===== config.mk =====
export PLATFORM = sky130hd
export DESIGN_NAME = common_command_status_unit
export DESIGN_NICKNAME = d
export VERILOG_FILES = /design/src/ccsu_pkg.sv /design/src/ccsu_slots.sv /design/src/common_command_status_unit.sv
export SDC_FILE = /design/constraint.sdc
export NUM_CORES = 1
export LEC_CHECK = 0
export BUFFER_PORTS_ARGS = -buffer_cell sky130_fd_sc_hd__buf_4
export CORE_AREA = 2 2 169 171
export CTS_BUF_LIST = sky130_fd_sc_hd__clkbuf_4 sky130_fd_sc_hd__clkbuf_8
export DETAILED_ROUTE_END_ITERATION = 8
export DIE_AREA = 0 0 171 173
export GPL_ROUTABILITY_DRIVEN = 0
export PLACE_DENSITY = 0.71
export REMOVE_ABC_BUFFERS = 1
export SLEW_MARGIN = 20
export SYNTH_ARGS = -nofsm -noshare
export SYNTH_HDL_FRONTEND = slang
export SYNTH_SLANG_ARGS = --single-unit

===== constraint.sdc =====
create_clock -name CORE_CLK -period 6.81 [get_ports CORE_CLK]
set_input_delay 0.3405 -clock CORE_CLK [delete_from_list [all_inputs] [get_ports CORE_CLK]]
set_output_delay 0.3405 -clock CORE_CLK [all_outputs]
set_load 0.02 [all_outputs]

===== src/ccsu_pkg.sv =====
package ccsu_pkg;
	// ************************************************************
	// Command codes.
	// ************************************************************
	localparam logic [3:0] CMD_NONE   = 4'h0;
	localparam logic [3:0] CMD_RECALL = 4'h1;
	localparam logic [3:0] CMD_SAVE   = 4'h2;
	localparam logic [3:0] CMD_SRMASK = 4'h3;
	localparam logic [3:0] CMD_STBQ   = 4'h4;
	localparam logic [3:0] CMD_TRIG   = 4'h5;
	localparam logic [3:0] CMD_TEST   = 4'h6;
	localparam logic [3:0] CMD_WAIT   = 4'h7;
	localparam logic [3:0] CMD_DEFLT  = 4'h8;
	localparam logic [3:0] CMD_CLEAR  = 4'h9;
	localparam logic [3:0] CMD_PSC    = 4'hA;
	localparam logic [3:0] CMD_EVMASK = 4'hB;
	// ************************************************************
	// Status byte bit positions.
	// ************************************************************
	localparam int STB_OPERATION_SUMMARY_BIT = 7;
	localparam int STB_MSS  = 6;
	localparam int STB_ESB  = 5;
	localparam int STB_MAV  = 4;
	localparam int STB_QUESTIONABLE_SUMMARY_BIT = 3;
	// ************************************************************
	// Instrument state layout and factory defaults.
	// ************************************************************
	localparam int STATE_W  = 64;
	localparam int CAL_BIT  = 0;
	localparam int PTS_LSB  = 16;
	localparam int TINT_LSB = 32;
	localparam int ACQ_LSB  = 48;
	localparam int DEL_LSB  = 56;
	localparam logic [15:0] DEF_POINTS  = 16'h0800; // 2048 points.
	localparam logic [15:0] DEF_TINT_NS = 16'h3CF0; // 15.6 us as 15600 ns.
	localparam logic [7:0]  DEF_ACQ_CNT = 8'h01;    // Trigger counts of 1.
	localparam logic [7:0]  DEF_DELAY   = 8'h08;    // 0.08 s in 10 ms units.
	localparam logic [STATE_W-1:0] DEF_STATE =
		{DEF_DELAY, DEF_ACQ_CNT, DEF_TINT_NS, DEF_POINTS, 16'h0000};
	localparam int NUM_SLOTS = 4;
endpackage


===== src/ccsu_slots.sv =====
`timescale 1ns/100ps
// State storage slots, written by save and read by recall.
module ccsu_slots
	import ccsu_pkg::*;
#(
	parameter int W = STATE_W,
	parameter int N = NUM_SLOTS
) (
	input  wire logic         clk,
	input  wire logic [1:0]   wr_idx,
	input  wire logic         wr_en,
	input  wire logic [W-1:0] wr_data,
	input  wire logic [1:0]   rd_idx,
	output logic      [W-1:0] rd_data
);
	// The slot argument is two bits wide, so exactly four slots are served.
	if (N != 4 || W < 1) begin : g_bad_slots
		$error("four slots of nonzero width are required");
	end
	logic [W-1:0] mem [N];
	// Slot write on save.
	always_ff @(posedge clk) begin
		if (wr_en) begin
			mem[wr_idx] <= wr_data;
		end
	end
	assign rd_data = mem[rd_idx];
endmodule // ccsu_slots


===== src/common_command_status_unit.sv =====
`timescale 1ns/100ps
module common_command_status_unit
	import ccsu_pkg::*;
(
	input  wire logic               CORE_CLK,
	input  wire logic               RESET_N,
	input  wire logic               CMD_VALID,
	input  wire logic [3:0]         CMD_CODE,
	input  wire logic [7:0]         CMD_ARG,
	output logic                    CMD_READY,
	input  wire logic               DEVICE_CLEAR,
	input  wire logic               SERIAL_POLL,
	output logic [7:0]              POLL_DATA,
	output logic                    SRQ,
	output logic [7:0]              QUERY_DATA,
	output logic                    QUERY_VALID,
	input  wire logic               OPERATION_SUMMARY_BIT_SUMMARY,
	input  wire logic               QUESTIONABLE_SUMMARY_BIT_SUMMARY,
	input  wire logic [7:0]         STD_EVENTS,
	input  wire logic               OUTPUT_QUEUE_EMPTY,
	input  wire logic               PENDING_BUSY,
	input  wire logic               TRIG_SOURCE_BUS,
	output logic                    TRIGGER_PULSE,
	output logic                    ABORT_PULSE,
	input  wire logic               POWER_ON_RECALL0,
	input  wire logic [7:0]         NV_SR_MASK,
	input  wire logic [7:0]         NV_EV_MASK,
	output logic                    NV_MASK_WRITE,
	input  wire logic               SELF_TEST_FAIL,
	output logic                    ERROR_PUSH,
	input  wire logic [STATE_W-1:0] LIVE_STATE,
	output logic [STATE_W-1:0]      STATE_OUT,
	output logic                    STATE_LOAD,
	output logic [7:0]              SERVICE_MASK,
	output logic                    POWER_ON_CLEAR
);
	// ************************************************************
	// Command sequencing.
	// ************************************************************
	typedef enum logic [2:0] {
		S_BOOT = 3'b001,
		S_RUN  = 3'b010,
		S_WAIT = 3'b100
	} seq_e;
	seq_e seq;
	seq_e next_seq;
	logic [7:0] ev_mask;
	logic       master_summary_bit;
	logic       mss_d;
	logic       service_requested_flag;
	logic       message_available_flag;
	logic       boot_recall;
	logic [1:0] rd_idx;
	logic [STATE_W-1:0] slot_data;
	logic       cmd;
	// A command is taken only while running, never during a wait.
	assign CMD_READY = (seq == S_RUN);
	assign cmd       = CMD_VALID && CMD_READY;
	// Next sequencer state.
	always_comb begin
		next_seq = seq;
		case (seq)
			S_BOOT: next_seq = S_RUN;
			S_RUN: begin
				if (cmd && CMD_CODE == CMD_WAIT) next_seq = S_WAIT;
			end
			S_WAIT: begin
				if (DEVICE_CLEAR || !PENDING_BUSY) next_seq = S_RUN;
			end
			default: next_seq = S_RUN;
		endcase
	end
	// Sequencer register.
	always_ff @(posedge CORE_CLK or negedge RESET_N) begin
		if (!RESET_N) begin
			seq <= S_BOOT;
		end else begin
			seq <= next_seq;
		end
	end
	// ************************************************************
	// State slots and recall.
	// ************************************************************
	assign rd_idx = (seq == S_BOOT) ? 2'd0 : CMD_ARG[1:0];
	ccsu_slots #(.W(STATE_W), .N(NUM_SLOTS)) u_slots (
		.clk     (CORE_CLK),
		.wr_idx  (CMD_ARG[1:0]),
		.wr_en   (cmd && CMD_CODE == CMD_SAVE),
		.wr_data (LIVE_STATE),
		.rd_idx  (rd_idx),
		.rd_data (slot_data)
	);
	assign boot_recall = (seq == S_BOOT) && POWER_ON_RECALL0;
	// State load for recall, power-on recall and defaults.
	always_ff @(posedge CORE_CLK or negedge RESET_N) begin
		if (!RESET_N) begin
			STATE_OUT  <= DEF_STATE;
			STATE_LOAD <= 1'b0;
		end else begin
			STATE_LOAD <= 1'b0;
			if (boot_recall || (cmd && CMD_CODE == CMD_RECALL)) begin
				STATE_OUT          <= slot_data;
				STATE_OUT[CAL_BIT] <= 1'b0;
				STATE_LOAD         <= 1'b1;
			end else if (cmd && CMD_CODE == CMD_DEFLT) begin
				STATE_OUT  <= DEF_STATE;
				STATE_LOAD <= 1'b1;
			end
		end
	end
	// Trigger abort, bus trigger, self-test error push.
	always_ff @(posedge CORE_CLK or negedge RESET_N) begin
		if (!RESET_N) begin
			ABORT_PULSE   <= 1'b0;
			TRIGGER_PULSE <= 1'b0;
			ERROR_PUSH    <= 1'b0;
		end else begin
			ABORT_PULSE   <= boot_recall || (cmd && (CMD_CODE == CMD_RECALL || CMD_CODE == CMD_DEFLT));
			TRIGGER_PULSE <= cmd && CMD_CODE == CMD_TRIG && TRIG_SOURCE_BUS;
			ERROR_PUSH    <= cmd && CMD_CODE == CMD_TEST && SELF_TEST_FAIL;
		end
	end
	// ************************************************************
	// Masks and power-on clear setting.
	// ************************************************************
	always_ff @(posedge CORE_CLK or negedge RESET_N) begin
		if (!RESET_N) begin
			POWER_ON_CLEAR <= 1'b1;
		end else if (cmd && CMD_CODE == CMD_PSC) begin
			POWER_ON_CLEAR <= CMD_ARG[0];
		end
	end
	// Masks cleared at power-on, as reset sets power-on clear, then written by commands.
	always_ff @(posedge CORE_CLK or negedge RESET_N) begin
		if (!RESET_N) begin
			SERVICE_MASK  <= 8'h00;
			ev_mask       <= 8'h00;
			NV_MASK_WRITE <= 1'b0;
		end else begin
			NV_MASK_WRITE <= 1'b0;
			if (seq == S_BOOT) begin
				SERVICE_MASK <= POWER_ON_CLEAR ? 8'h00 : NV_SR_MASK;
				ev_mask      <= POWER_ON_CLEAR ? 8'h00 : NV_EV_MASK;
			end else if (cmd && CMD_CODE == CMD_SRMASK) begin
				SERVICE_MASK  <= CMD_ARG;
				NV_MASK_WRITE <= !POWER_ON_CLEAR;
			end else if (cmd && CMD_CODE == CMD_EVMASK) begin
				ev_mask       <= CMD_ARG;
				NV_MASK_WRITE <= !POWER_ON_CLEAR;
			end
		end
	end
	// ************************************************************
	// Status byte, master summary and service request.
	// ************************************************************
	logic [7:0] stb;
	logic       event_summary_bit;
	assign event_summary_bit = |(STD_EVENTS & ev_mask);
	// Summary inputs follow their event registers; bits 2..0 are zero.
	always_comb begin
		stb           = 8'h00;
		stb[STB_OPERATION_SUMMARY_BIT] = OPERATION_SUMMARY_BIT_SUMMARY;
		stb[STB_ESB]  = event_summary_bit;
		stb[STB_MAV]  = message_available_flag;
		stb[STB_QUESTIONABLE_SUMMARY_BIT] = QUESTIONABLE_SUMMARY_BIT_SUMMARY;
		stb[STB_MSS]  = master_summary_bit;
	end
	assign master_summary_bit = |({OPERATION_SUMMARY_BIT_SUMMARY, 1'b0, event_summary_bit, message_available_flag, QUESTIONABLE_SUMMARY_BIT_SUMMARY, 3'b000} & SERVICE_MASK);
	// Message-available flag tracks the output queue.
	always_ff @(posedge CORE_CLK or negedge RESET_N) begin
		if (!RESET_N) begin
			message_available_flag <= 1'b0;
		end else if ((cmd && CMD_CODE == CMD_CLEAR) || OUTPUT_QUEUE_EMPTY) begin
			message_available_flag <= 1'b0;
		end else begin
			message_available_flag <= 1'b1;
		end
	end
	// Request flag set on master rise; rise beats a simultaneous poll.
	always_ff @(posedge CORE_CLK or negedge RESET_N) begin
		if (!RESET_N) begin
			mss_d <= 1'b0;
			service_requested_flag   <= 1'b0;
		end else begin
			mss_d <= master_summary_bit;
			if (master_summary_bit && !mss_d) begin
				service_requested_flag <= 1'b1;
			end else if (SERIAL_POLL || !master_summary_bit) begin
				service_requested_flag <= 1'b0;
			end
		end
	end
	assign SRQ = service_requested_flag;
	// Query answers and poll data, registered.
	always_ff @(posedge CORE_CLK or negedge RESET_N) begin
		if (!RESET_N) begin
			QUERY_DATA  <= 8'h00;
			QUERY_VALID <= 1'b0;
			POLL_DATA   <= 8'h00;
		end else begin
			QUERY_VALID <= cmd && (CMD_CODE == CMD_STBQ || CMD_CODE == CMD_TEST);
			if (cmd && CMD_CODE == CMD_STBQ) QUERY_DATA <= stb;
			else if (cmd && CMD_CODE == CMD_TEST) QUERY_DATA <= {7'd0, SELF_TEST_FAIL};
			if (SERIAL_POLL) POLL_DATA <= {stb[7], service_requested_flag, stb[5:0]};
		end
	end
	// ************************************************************
	// Checks.
	// ************************************************************
	// Recall keeps every state bit except the calibration enable.
	localparam logic [STATE_W-1:0] keep_mask = ~(STATE_W'(1) << CAL_BIT);
endmodule // common_command_status_unit


==> results.tsv, run 1 <==
stage	metric	value	unit
synthesis	synthesized flop and latch total	355	
synthesis	post-synth top area share	55.1	%
drt	via count	8581	
drt	remaining antenna violation count after routing	0	
sta	clock skew	0.0128	ns
placement	Place WS	3.47	ns
worst_hold_path	HP Start	OPERATION_SUMMARY_BIT_SUMMARY	
clock_tree	Setup Fix Bufs, Post-CTS	0	
drt	Pre-antenna DRT Iters	5	
sta	Slew Limit Fails	0	
sta	final setup fails	0	
placement	hpwl dp	16.7	mm
critical_path	critical path launch point	seq[2]	
floorplanning	starting density of the core	49.7	%
pwr	power density over cell area	295	nW/um^2
global_route	initial antenna violation count	2	
clock_tree	CTS tree	done	
clock_tree	Bufs on Longest Clock Path	3	
synthesis	Post-Synth XOR/XNOR Area	0.0637	%
critical_path	CP max-delay cell	buf_4	
drt	final WL	31.4	mm
clock_tree	Worst-Skew Late Latency	0.58	ns
critical_path	CP startpoint kind	flip-flop	
synthesis	sequential element share of the synthesized area	73.9	%
floorplanning	die area	29600	sq um
pwr	Worst VDD drop	0.168	mV
drt	vias per cell	5.45	
clock_tree	Sink Count	355	
layout	final instance area	17500	sq um
sta	Hold WS	0.0430	ns
placement	Placed Area	15500	sq um
drt	DRC	0	
sta	RSZ-0062 raised after global routing	no	
outcome	status	finished clean	
synthesis	cell area after synthesis	13700	sq um
global_route	pin count of the biggest net entering global routing	70	
synthesis	Synth cell types	48	
clock_tree	H-Tree Level Count	2	
synthesis	list of most frequent post-synthesis cells	252 x edfxtp_1, 90 x dfrtp_1, 75 x nand2_1	
synthesis	top area cells in the synthesized netlist	edfxtp_1 55%, dfrtp_1 16%, mux2i_1 4.2%, a32o_1 3.8%, a211o_1 3.3%	
critical_path	WS Path Type	reg2reg	
global_route	GRT Resource Usage Total	20.9	%
sta	Tcrit/Tclk final	49.0	%
sta	Max Clk Rate	0.299	GHz
drt	DR iter-0 viols	641	
pwr	Int Pwr	3.89	mW
synthesis	Post-Syn Area per Cell	15.8	sq um
layout	Area Growth Syn to Fin	27.1	%
critical_path	CP Data Arrival Time	3.53	ns
synthesis	ys async rst share	29.0	%
clock_tree	cts bufs inserted	56	
run	maxcap violations	0	
synthesis	number of flops mapped to enable cells by yosys	252	
synthesis	count leader, synth	edfxtp_1	
critical_path	crit-path cells	nand4bb_1 -> nor3_1 -> nand2_1 -> nor3b_2 -> buf_4	
layout	non-filler cells, final	1575	
drt	DR WL/cell	19.9	microns
clock_tree	Reg clk slew, reported paths	0.06	ns
floorplanning	core box area	27600	sq um
worst_hold_path	Tightest Hold Check Type	in2reg	
pwr	Sequential Power Share	49.5	%
layout	fin util	63.2	%
critical_path	worst r2r src	seq[2]	
global_route	GRT Residual Overflow	0	
pwr	Net Sw Frac	24.7	%
sta	Tmin final	3.34	ns
layout	fraction of layout cells with a size suffix above 1	30.0	%
critical_path	Worst Path Required	7.00	ns
synthesis	Synth area leader	edfxtp_1	
clock_tree	CTS root buf	clkbuf_8	
synthesis	Synth Area in Simple Gates	6.94	%
pwr	combinational power share	13.6	%
floorplanning	Die H	173	microns
sta	PnR worst setup slack	3.47	ns
global_route	vias in the first global route	8831	
placement	I/O Buffers	201	
global_route	first-pass GRT wire length	48.0	mm
critical_path	CP Max Fanout	57	
synthesis	Post-synth top flop	edfxtp_1	
pwr	Leakage	7.06	nW
synthesis	Synth Area in Adders	0	%
layout	Final #Nets	1259	
pwr	Switch Pwr	1.27	mW
synthesis	share of synthesized area spent on multiplexers	5.46	%
synthesis	largest family of logic cells by synthesized area	compound AO/OA/AOI/OAI gates	
sta	Rel. slew slack	28.3	%
floorplanning	Die Wd	171	microns
synthesis	area fraction in compound gates after synthesis	10.6	%
floorplanning	# IOs	209	
sta	final setup TNS	0	ns
synthesis	Synth Instances	867	
floorplanning	row count	61	
pwr	total power	5.16	mW
sta	final hold vios	0	
pwr	clock share of power	36.9	%
sta	Worst-Margin Slew	1.08	ns
synthesis	yosys warns	0	
placement	Placed Cells incl. Taps	1393	
critical_path	critical path's largest stage delay	0.83	ns
critical_path	Crit. End Element	flip-flop	
[placed cells by master, fill, tap and decap left out, types with 2 or more instances in the layout]
cell type	netlist	routed
and3_1	53	53
nand2b_1	4	4
a31oi_1	12	12
nor3_1	8	7
nor3b_1	5	3
a211o_1	52	52
dfrtp_1	90	90
clkbuf_8	0	68
a21oi_1	8	8
nor2_1	16	16
nand3_1	4	4
a22oi_1	28	28
clkbuf_4	0	19
mux2i_1	57	57
edfxtp_1	252	252
clkinv_2	0	10
dlygate4sd3_1	0	74
diode_2	0	3
a32o_1	52	52
conb_1	1	7
mux2_2	16	16
clkinv_1	1	4
bufinv_16	0	2
nor3b_2	1	3
nand2_1	75	74
nand3b_1	4	4
buf_4	6	213
o21ai_0	16	16
inv_1	6	6
dfstp_2	13	13
[layout make-up]
type | instances | area, sq um
multi-input combinational | 439 | 3230
clock buffer | 87 | 1080
fill | 2061 | 10200
timing repair buffer | 287 | 2340
clock inverter | 18 | 149
tap | 378 | 473
sequential | 355 | 10200
antenna | 3 | 7.51
inverter | 8 | 30.0
[registers in the layout, indices dropped and copies added (netlist names), 3 cells and up]
name	cells
seq	3
POLL_DATA	5
QUERY_DATA	6
STATE_OUT	63
u_slots.mem	252
ev_mask	8
SERVICE_MASK	8
[final timing paths]
path                                      endpoint  depth (start not counted)  slack (ns)
worst max-delay path            u_slots.mem[2][50]                          5        3.47
worst min-delay path                  POLL_DATA[7]                          2        0.04
worst max register to register  u_slots.mem[2][50]                          5        3.47
worst min register to register                 SRQ                          1        0.43
max in group asynchronous            STATE_OUT[22]                          3        5.11
min in group asynchronous            STATE_OUT[41]                          2        0.33
[kinds of logic (layout without fill, tap and decap cells)]
logic type,after synthesis,count (layout)
AOI/OAI and AO/OA,176,176
xor gates and xnor gates,1,1
buffers and inverters,79,400
DFF,355,355
muxes,73,73
other,1,10
and+or+nand+nor,182,182
[power by group through the flow]
stage | Combinational (mW) | Sequential (mW) | Clock [mW]
after floorplan | 0.192 | 2.72 | 0
after global placement | 0.662 | 2.59 | 0
after detailed placement | 0.674 | 2.60 | 0
after CTS | 0.711 | 2.56 | 1.95
after global routing | 0.753 | 2.57 | 2.05
final | 0.704 | 2.55 | 1.90
[worst max-delay path: cells and delay by family, from the launching register on]
family                 cells  cell delay, ns
and+or+nand+nor            4            1.64
buffers and inverters      1            0.83
DFF                        1            0.43
[metal layers]
layer  share of wire [%]  GRT usage [%]  vias up
met5                   0              0        -
met4                 1.5           5.83        0
met3                 7.0           4.99       47
met2                  50           35.3      291
met1                  42           27.1     4292
li1                    -              -     3951
[what timing repair did]
item | 4_1_cts | 5_1_grt
gates resized for setup | 0 | 0
endpoints found under the hold margin | 291 | 0
hold buffers | 74 | 0
No activity file was read; power rests on OpenSTA's default activity.
==> run 2, diff against run 1 <==
--- a/config.mk
+++ b/config.mk
@@ -5,11 +5,12 @@
 export SDC_FILE = /design/constraint.sdc
 export NUM_CORES = 1
 export LEC_CHECK = 0
+export ABC_AREA = 1
 export BUFFER_PORTS_ARGS = -buffer_cell sky130_fd_sc_hd__buf_4
-export CORE_AREA = 2 2 169 171
+export CORE_AREA = 2 2 174 176
 export CTS_BUF_LIST = sky130_fd_sc_hd__clkbuf_4 sky130_fd_sc_hd__clkbuf_8
 export DETAILED_ROUTE_END_ITERATION = 8
-export DIE_AREA = 0 0 171 173
+export DIE_AREA = 0 0 176 178
 export GPL_ROUTABILITY_DRIVEN = 0
 export PLACE_DENSITY = 0.71
 export REMOVE_ABC_BUFFERS = 1
==> constraint.sdc (replaced) <==
create_clock -name CORE_CLK -period 3.4 [get_ports CORE_CLK]
set_input_delay 0.17 -clock CORE_CLK [delete_from_list [all_inputs] [get_ports CORE_CLK]]
set_output_delay 0.17 -clock CORE_CLK [all_outputs]
set_load 0.02 [all_outputs]
==> run 2 against run 1 <==
Core utilization is essentially flat. Sequential power increased by 100%. Worst setup slack worse by 2.8 ns. Sequential share of layout area shrank 3.5 points. Register-to-register slack got worse by 2.8 ns. Worst hold slack got worse by 0.019 ns. Clock-buffer cell count unchanged. Clock skew increased by 0.0054 ns. Non-clock buffer count grew 27. Critical endpoint is now STATE_OUT[48].
==> results.tsv, run 2 <==
stage	metric	value	unit	change
floorplanning	row count	63		was 61
synthesis	Post-Syn Area per Cell	11.1	sq um	was 15.8 sq um
synthesis	list of most frequent post-synthesis cells	360 x nand2_1, 252 x edfxtp_1, 242 x nand3_1		was 252 x edfxtp_1, 90 x dfrtp_1, 75 x nand2_1
placement	Place WS	0.681	ns	was 3.47 ns
layout	commonest non-fill, non-tap cell in the layout	nand2_1		was edfxtp_1
placement	Placed Cells incl. Taps	1854		was 1393
clock_tree	Bufs on Longest Clock Path	3		unchanged
global_route	initial antenna violation count	1		was 2
clock_tree	hold_buf cts	96		was 74
synthesis	number of flops mapped to enable cells by yosys	252		unchanged
clock_tree	CTS root buf	clkbuf_8		unchanged
pwr	Int Pwr	7.61	mW	was 3.89 mW
clock_tree	post-cts resize count	0		unchanged
synthesis	post-synth top area share	51.9	%	was 55.1%
outcome	status	finished clean		unchanged
floorplanning	core box area	29400	sq um	was 27600 sq um
pwr	Switch Pwr	2.59	mW	was 1.27 mW
clock_tree	Setup Fix Bufs, Post-CTS	0		unchanged
critical_path	CP Data Arrival Time	3.20	ns	was 3.53 ns
sta	Rel. slew slack	30.1	%	was 28.3%
floorplanning	die area	31300	sq um	was 29600 sq um
clock_tree	Sink Count	355		unchanged
synthesis	Post-synth top flop	edfxtp_1		unchanged
drt	vias per cell	5.19		was 5.45
clock_tree	CTS tree	done		unchanged
layout	Largest Register	u_slots.mem		unchanged
critical_path	critical path's largest stage delay	0.57	ns	was 0.83 ns
pwr	Sequential Power Share	50.1	%	was 49.5%
pwr	power density over cell area	548	nW/um^2	was 295 nW/um^2
floorplanning	Die H	178	microns	was 173 microns
drt	Pre-antenna DRT Iters	5		unchanged
clock_tree	Worst-Skew Late Latency	0.56	ns	was 0.58 ns
layout	non-filler cells, final	2052		was 1575
global_route	pin count of the biggest net entering global routing	106		was 70
sta	Max Clk Rate	0.370	GHz	was 0.299 GHz
global_route	vias in the first global route	10600		was 8831
critical_path	crit-path cells	nand3_4 -> inv_4 -> nand2_2 -> buf_4 -> nand2_1 -> nor2_1 -> nor2_1		was nand4bb_1 -> nor3_1 -> nand2_1 -> nor3b_2 -> buf_4
critical_path	CP max-delay cell	dfstp_2		was buf_4
clock_tree	H-Tree Level Count	2		unchanged
pwr	combinational power share	14.3	%	was 13.6%
sta	Tmin final	2.70	ns	was 3.34 ns
layout	Fillers	2264		was 2061
global_route	GRT Residual Overflow	0		unchanged
layout	final instance area	18600	sq um	was 17500 sq um
pwr	Net Sw Frac	25.4	%	was 24.7%
sta	PnR worst setup slack	0.698	ns	was 3.47 ns
pwr	total power	10.2	mW	was 5.16 mW
critical_path	Worst Path Required	3.89	ns	was 7.00 ns
drt	final WL	35.9	mm	was 31.4 mm
clock_tree	Reg clk slew, reported paths	0.06	ns	about the same
drt	remaining antenna violation count after routing	0		unchanged
drt	via count	10600		was 8581
pwr	Leakage	7.98	nW	was 7.06 nW
synthesis	yosys warns	0		unchanged
sta	Tcrit/Tclk final	79.5	%	was 49.0%
critical_path	CP startpoint kind	flip-flop		unchanged
sta	RSZ-0062 raised after global routing	no		unchanged
drt	DR iter-0 viols	695		was 641
floorplanning	Die Wd	176	microns	was 171 microns
drt	DR WL/cell	17.5	microns	was 19.9 microns
synthesis	Synth Instances	1320		was 867
layout	Final #Nets	1730		was 1259
synthesis	count leader, synth	nand2_1		was edfxtp_1
sta	clock skew	0.0182	ns	was 0.0128 ns
pwr	clock share of power	35.6	%	was 36.9%
floorplanning	# IOs	209		unchanged
layout	Area Growth Syn to Fin	27.4	%	was 27.1%
pwr	Worst VDD drop	0.372	mV	was 0.168 mV
synthesis	synthesized flop and latch total	355		unchanged
synthesis	Synth cell types	25		was 48
floorplanning	starting density of the core	49.6	%	was 49.7%
layout	fraction of layout cells with a size suffix above 1	23.7	%	was 30.0%
synthesis	sequential element share of the synthesized area	69.6	%	was 73.9%
synthesis	Synth area leader	edfxtp_1		unchanged
placement	hpwl dp	19.4	mm	was 16.7 mm
drt	DRC	0		unchanged
synthesis	ys async rst share	29.0	%	unchanged
layout	leading registers by flop count	u_slots.mem: 252 flops, STATE_OUT: 63 flops		unchanged
run	maxcap violations	0		unchanged
critical_path	CP Max Fanout	54		was 57
layout	commonest cells after routing, fill and taps aside	359 x nand2_1, 252 x edfxtp_1, 242 x nand3_1		was 252 x edfxtp_1, 213 x buf_4, 90 x dfrtp_1
critical_path	most used cell, CP	nor2_1		
worst_hold_path	Tightest Hold Check Type	in2reg		unchanged
sta	final setup fails	0		unchanged
sta	Hold WS	0.0242	ns	was 0.0430 ns
sta	Slew Limit Fails	0		unchanged
placement	Placed Area	16500	sq um	was 15500 sq um
global_route	first-pass GRT wire length	56.7	mm	was 48.0 mm
sta	Worst-Margin Slew	1.05	ns	was 1.08 ns
sta	final hold vios	0		unchanged
global_route	GRT Resource Usage Total	23.3	%	was 20.9%
synthesis	top area cells in the synthesized netlist	edfxtp_1 52%, dfrtp_1 15%, nand2_1 9.3%, nand3_1 8.3%, nand3b_1 2.7%		was edfxtp_1 55%, dfrtp_1 16%, mux2i_1 4.2%, a32o_1 3.8%, a211o_1 3.3%
clock_tree	cts bufs inserted	56		unchanged
critical_path	Crit. End Element	flip-flop		unchanged
layout	max FFs per register	252		unchanged
placement	I/O Buffers	201		unchanged
synthesis	cell area after synthesis	14600	sq um	was 13700 sq um
critical_path	WS Path Type	reg2reg		unchanged
==> run 2: per-stage QoR <==
step           util [%]  setup TNS (ns)
4_1_cts            63.2               0
5_1_grt            63.2               0
3_3_place_gp       56.0               0
6_report           63.2               0
2_1_floorplan         -         -445.73
3_5_place_dp       56.0               0
==> run 2: final timing paths <==
path                          startpoint        endpoint  slack, ns  cells past startpoint
min in group asynchronous        RESET_N   STATE_OUT[23]       0.26                      2
max                               seq[0]   STATE_OUT[48]       0.70                      7
max in group asynchronous        RESET_N  POWER_ON_CLEAR       2.33                      3
max reg2reg                       seq[0]   STATE_OUT[48]       0.70                      7
min reg2reg                QUERY_DATA[4]   QUERY_DATA[4]       0.47                      2
min                           CMD_ARG[2]      ev_mask[2]       0.02                      5
==> run 2: area by class of cell <==
class | instances | area [sq um] | share of cell area (%)
antenna | 1 | 2.50 | 0.0135
clock buffer | 87 | 1090 | 5.87
clock inverter | 14 | 65.1 | 0.350
inverter | 52 | 198 | 1.06
multi-input combinational | 839 | 3900 | 21.0
sequential | 355 | 10200 | 54.6
tap | 390 | 488 | 2.62
timing repair buffer | 314 | 2690 | 14.4
==> run 2: kinds of logic after synthesis <==
kind of cell / count (synthesis) / synth area share, %
simple gates: 798 / 25.1
flops: 355 / 69.6
buf+inv: 132 / 4.07
compound gates: 34 / 1.19
other cells: 1 / 0.0257
==> run 2: power by group through the flow <==
| stage | Sequential (mW) | Clock (mW) | Combinational, mW |
|---|---|---|---|
| after global placement | 5.18 | 0 | 1.34 |
| after detailed placement | 5.19 | 0 | 1.37 |
| after floorplan | 5.44 | 0 | 0.395 |
| after global routing | 5.14 | 3.90 | 1.59 |
| final | 5.11 | 3.63 | 1.46 |
| after CTS | 5.11 | 3.71 | 1.47 |
==> run 2: per-layer routing <==
layer	track usage, %	part of all wire [%]
met1	30.6	42
met2	40.4	49
met3	4.13	6.9
met4	5.85	1.7
met5	0	0
==> run 2: critical path, delay by kind of cell (launching register included) <==
family	cells	cell delay (ns)
buffers and inverters	2	0.80
DFF	1	0.57
and+or+nand+nor	5	1.22
==> run 3, diff against run 2 <==
==> constraint.sdc (replaced) <==
create_clock -name CORE_CLK -period 2.53 [get_ports CORE_CLK]
set_input_delay 0.1265 -clock CORE_CLK [delete_from_list [all_inputs] [get_ports CORE_CLK]]
set_output_delay 0.1265 -clock CORE_CLK [all_outputs]
set_load 0.02 [all_outputs]
==> run 3 against run 2 <==
Routed wire length increased by 1.4%. Critical endpoint is now QUERY_DATA[5]. Via count increased by 0.97%. Largest cell class unchanged. Largest power group unchanged. Global-route usage decreased by 0.15 points.
==> results.tsv, run 3 (synthesis results as in run 2) <==
stage	metric	value	unit	change
critical_path	Worst Path Required	3.04	ns	was 3.89 ns
outcome	status	finished clean		unchanged
layout	Area Growth Syn to Fin	30.3	%	was 27.4%
sta	Worst-Margin Slew	0.916	ns	was 1.05 ns
drt	final WL	36.5	mm	was 35.9 mm
drt	vias per cell	5.15		was 5.19
drt	DR iter-0 viols	841		was 695
drt	DR WL/cell	17.4	microns	was 17.5 microns
sta	clock skew	0.0195	ns	was 0.0182 ns
pwr	Leakage	8.17	nW	was 7.98 nW
placement	Place WS	0.438	ns	was 0.681 ns
clock_tree	H-Tree Level Count	2		unchanged
critical_path	worst-case reg-to-reg path depth	8		was 7
global_route	initial antenna violation count	3		was 1
critical_path	crit-path cells	dlygate4sd3_1 -> buf_4 -> nor2_1 -> nand2_1 -> dlygate4sd3_1 -> nor2_1 -> dlygate4sd3_1 -> nand2_1 -> nand2_1		was nand3_4 -> inv_4 -> nand2_2 -> buf_4 -> nand2_1 -> nor2_1 -> nor2_1
sta	RSZ-0062 raised after global routing	no		unchanged
floorplanning	Die Wd	176	microns	unchanged
clock_tree	Setup Fix Bufs, Post-CTS	0		unchanged
floorplanning	# IOs	209		unchanged
critical_path	Crit. End Element	flip-flop		unchanged
critical_path	CP startpoint kind	primary input		was flip-flop
floorplanning	row count	63		unchanged
floorplanning	core box area	29400	sq um	unchanged
worst_hold_path	Tightest Hold Check Type	in2reg		unchanged
sta	final setup TNS	0	ns	unchanged
layout	max FFs per register	252		unchanged
clock_tree	CTS root buf	clkbuf_8		unchanged
sta	final setup fails	0		unchanged
run	maxcap violations	0		unchanged
drt	DRC	0		unchanged
critical_path	CP max-delay cell	dlygate4sd3_1		was dfstp_2
sta	Tcrit/Tclk final	83.0	%	
clock_tree	post-cts resize count	0		unchanged
worst_hold_path	Cells on Worst Hold Path	7		was 5
layout	commonest cells after routing, fill and taps aside	359 x nand2_1, 252 x edfxtp_1, 242 x nand3_1		unchanged
global_route	vias in the first global route	10700		was 10600
clock_tree	cts bufs inserted	56		unchanged
global_route	first-pass GRT wire length	56.1	mm	was 56.7 mm
placement	I/O Buffers	201		unchanged
global_route	pin count of the biggest net entering global routing	87		was 106
drt	Pre-antenna DRT Iters	5		unchanged
sta	Rel. slew slack	38.8	%	was 30.1%
floorplanning	die area	31300	sq um	unchanged
global_route	GRT Resource Usage Total	23.1	%	was 23.3%
pwr	Worst VDD drop	0.496	mV	was 0.372 mV
layout	Largest Register	u_slots.mem		unchanged
pwr	power density over cell area	736	nW/um^2	was 548 nW/um^2
layout	fraction of layout cells with a size suffix above 1	24.2	%	was 23.7%
drt	remaining antenna violation count after routing	0		unchanged
placement	Placed Cells incl. Taps	1865		was 1854
critical_path	WS Path Type	in2reg		was reg2reg
sta	Max Clk Rate	0.476	GHz	
global_route	GRT Residual Overflow	0		unchanged
layout	non-filler cells, final	2089		was 2052
layout	commonest non-fill, non-tap cell in the layout	nand2_1		unchanged
sta	Tmin final	2.10	ns	
floorplanning	Die H	178	microns	unchanged
clock_tree	Reg clk slew, reported paths	0.06	ns	about the same
critical_path	CP Max Fanout	5		was 54
sta	Slew Limit Fails	0		unchanged
placement	hpwl dp	20.1	mm	was 19.4 mm
critical_path	critical path's largest stage delay	0.61	ns	was 0.57 ns
clock_tree	Sink Count	355		unchanged
layout	Final #Nets	1762		was 1730
clock_tree	Bufs on Longest Clock Path	3		unchanged
clock_tree	hold_buf cts	117		was 96
layout	leading registers by flop count	u_slots.mem: 252 flops, STATE_OUT: 63 flops		unchanged
sta	final hold vios	0		unchanged
drt	via count	10700		was 10600
clock_tree	Worst-Skew Late Latency	0.58	ns	was 0.56 ns
critical_path	CP Data Arrival Time	2.61	ns	was 3.20 ns
floorplanning	starting density of the core	49.6	%	unchanged
clock_tree	CTS tree	done		unchanged
sta	PnR worst setup slack	0.429	ns	was 0.698 ns
## run 3: routing by layer
layer | routed length (microns) | GRT usage, % | vias up | share of wire [%]
met3 | 2540 | 4.07 | 58 | 7.0
li1 | - | - | 5130 | -
met4 | 674 | 6.47 | 0 | 1.8
met1 | 15100 | 29.5 | 5183 | 41
met5 | 0 | 0 | - | 0
met2 | 18200 | 40.8 | 378 | 50
## run 3: through the flow
| step | hold slack [ns] | power, mW | instance area [sq um] | util [%] |
|---|---|---|---|---|
| global placement | 0.232 | 8.79 | 16600 | 56.5 |
| finish | 0.0553 | 14.0 | 19000 | 64.7 |
| detailed placement | 0.234 | 8.83 | 16600 | 56.5 |
| CTS | 0.00883 | 14.1 | 19000 | 64.7 |
| floorplan | -0.169 | 7.84 | 14200 | - |
| global route | 0.0594 | 14.5 | 19000 | 64.7 |
## run 3: worst max-delay path, delay by kind of cell
kind          cells  cell delay [ns]
simple gates      5             0.61
buf+inv           4             1.87
## run 3: final timing paths
kind,startpoint,end,slack (ns)
worst min register to register,ev_mask[1],ev_mask[1],0.47
worst max register to register,seq[2],u_slots.mem[0][56],0.43
min in group asynchronous,RESET_N,ABORT_PULSE,0.17
worst max-delay path,CMD_CODE[0],QUERY_DATA[5],0.43
worst min-delay path,STD_EVENTS[3],QUERY_DATA[5],0.06
max in group asynchronous,RESET_N,STATE_OUT[18],1.62
## run 3: power by group
part / switching, mW / leakage (nW) / total, mW / internal (mW)
Sequential: 0.242 / 3.56 / 6.88 / 6.63
Clock: 2.19 / 0.660 / 5.13 / 2.93
Combinational: 1.12 / 3.95 / 2.01 / 0.884
Total: 3.56 / 8.17 / 14.0 / 10.5
## run 3: cell type report
cell class | count | area, sq um
inverter | 52 | 198
tap | 390 | 488
multi-input combinational | 839 | 3900
clock inverter | 13 | 90.1
sequential | 355 | 10200
antenna | 3 | 7.51
clock buffer | 91 | 1130
timing repair buffer | 346 | 3040
fill | 2231 | 10400
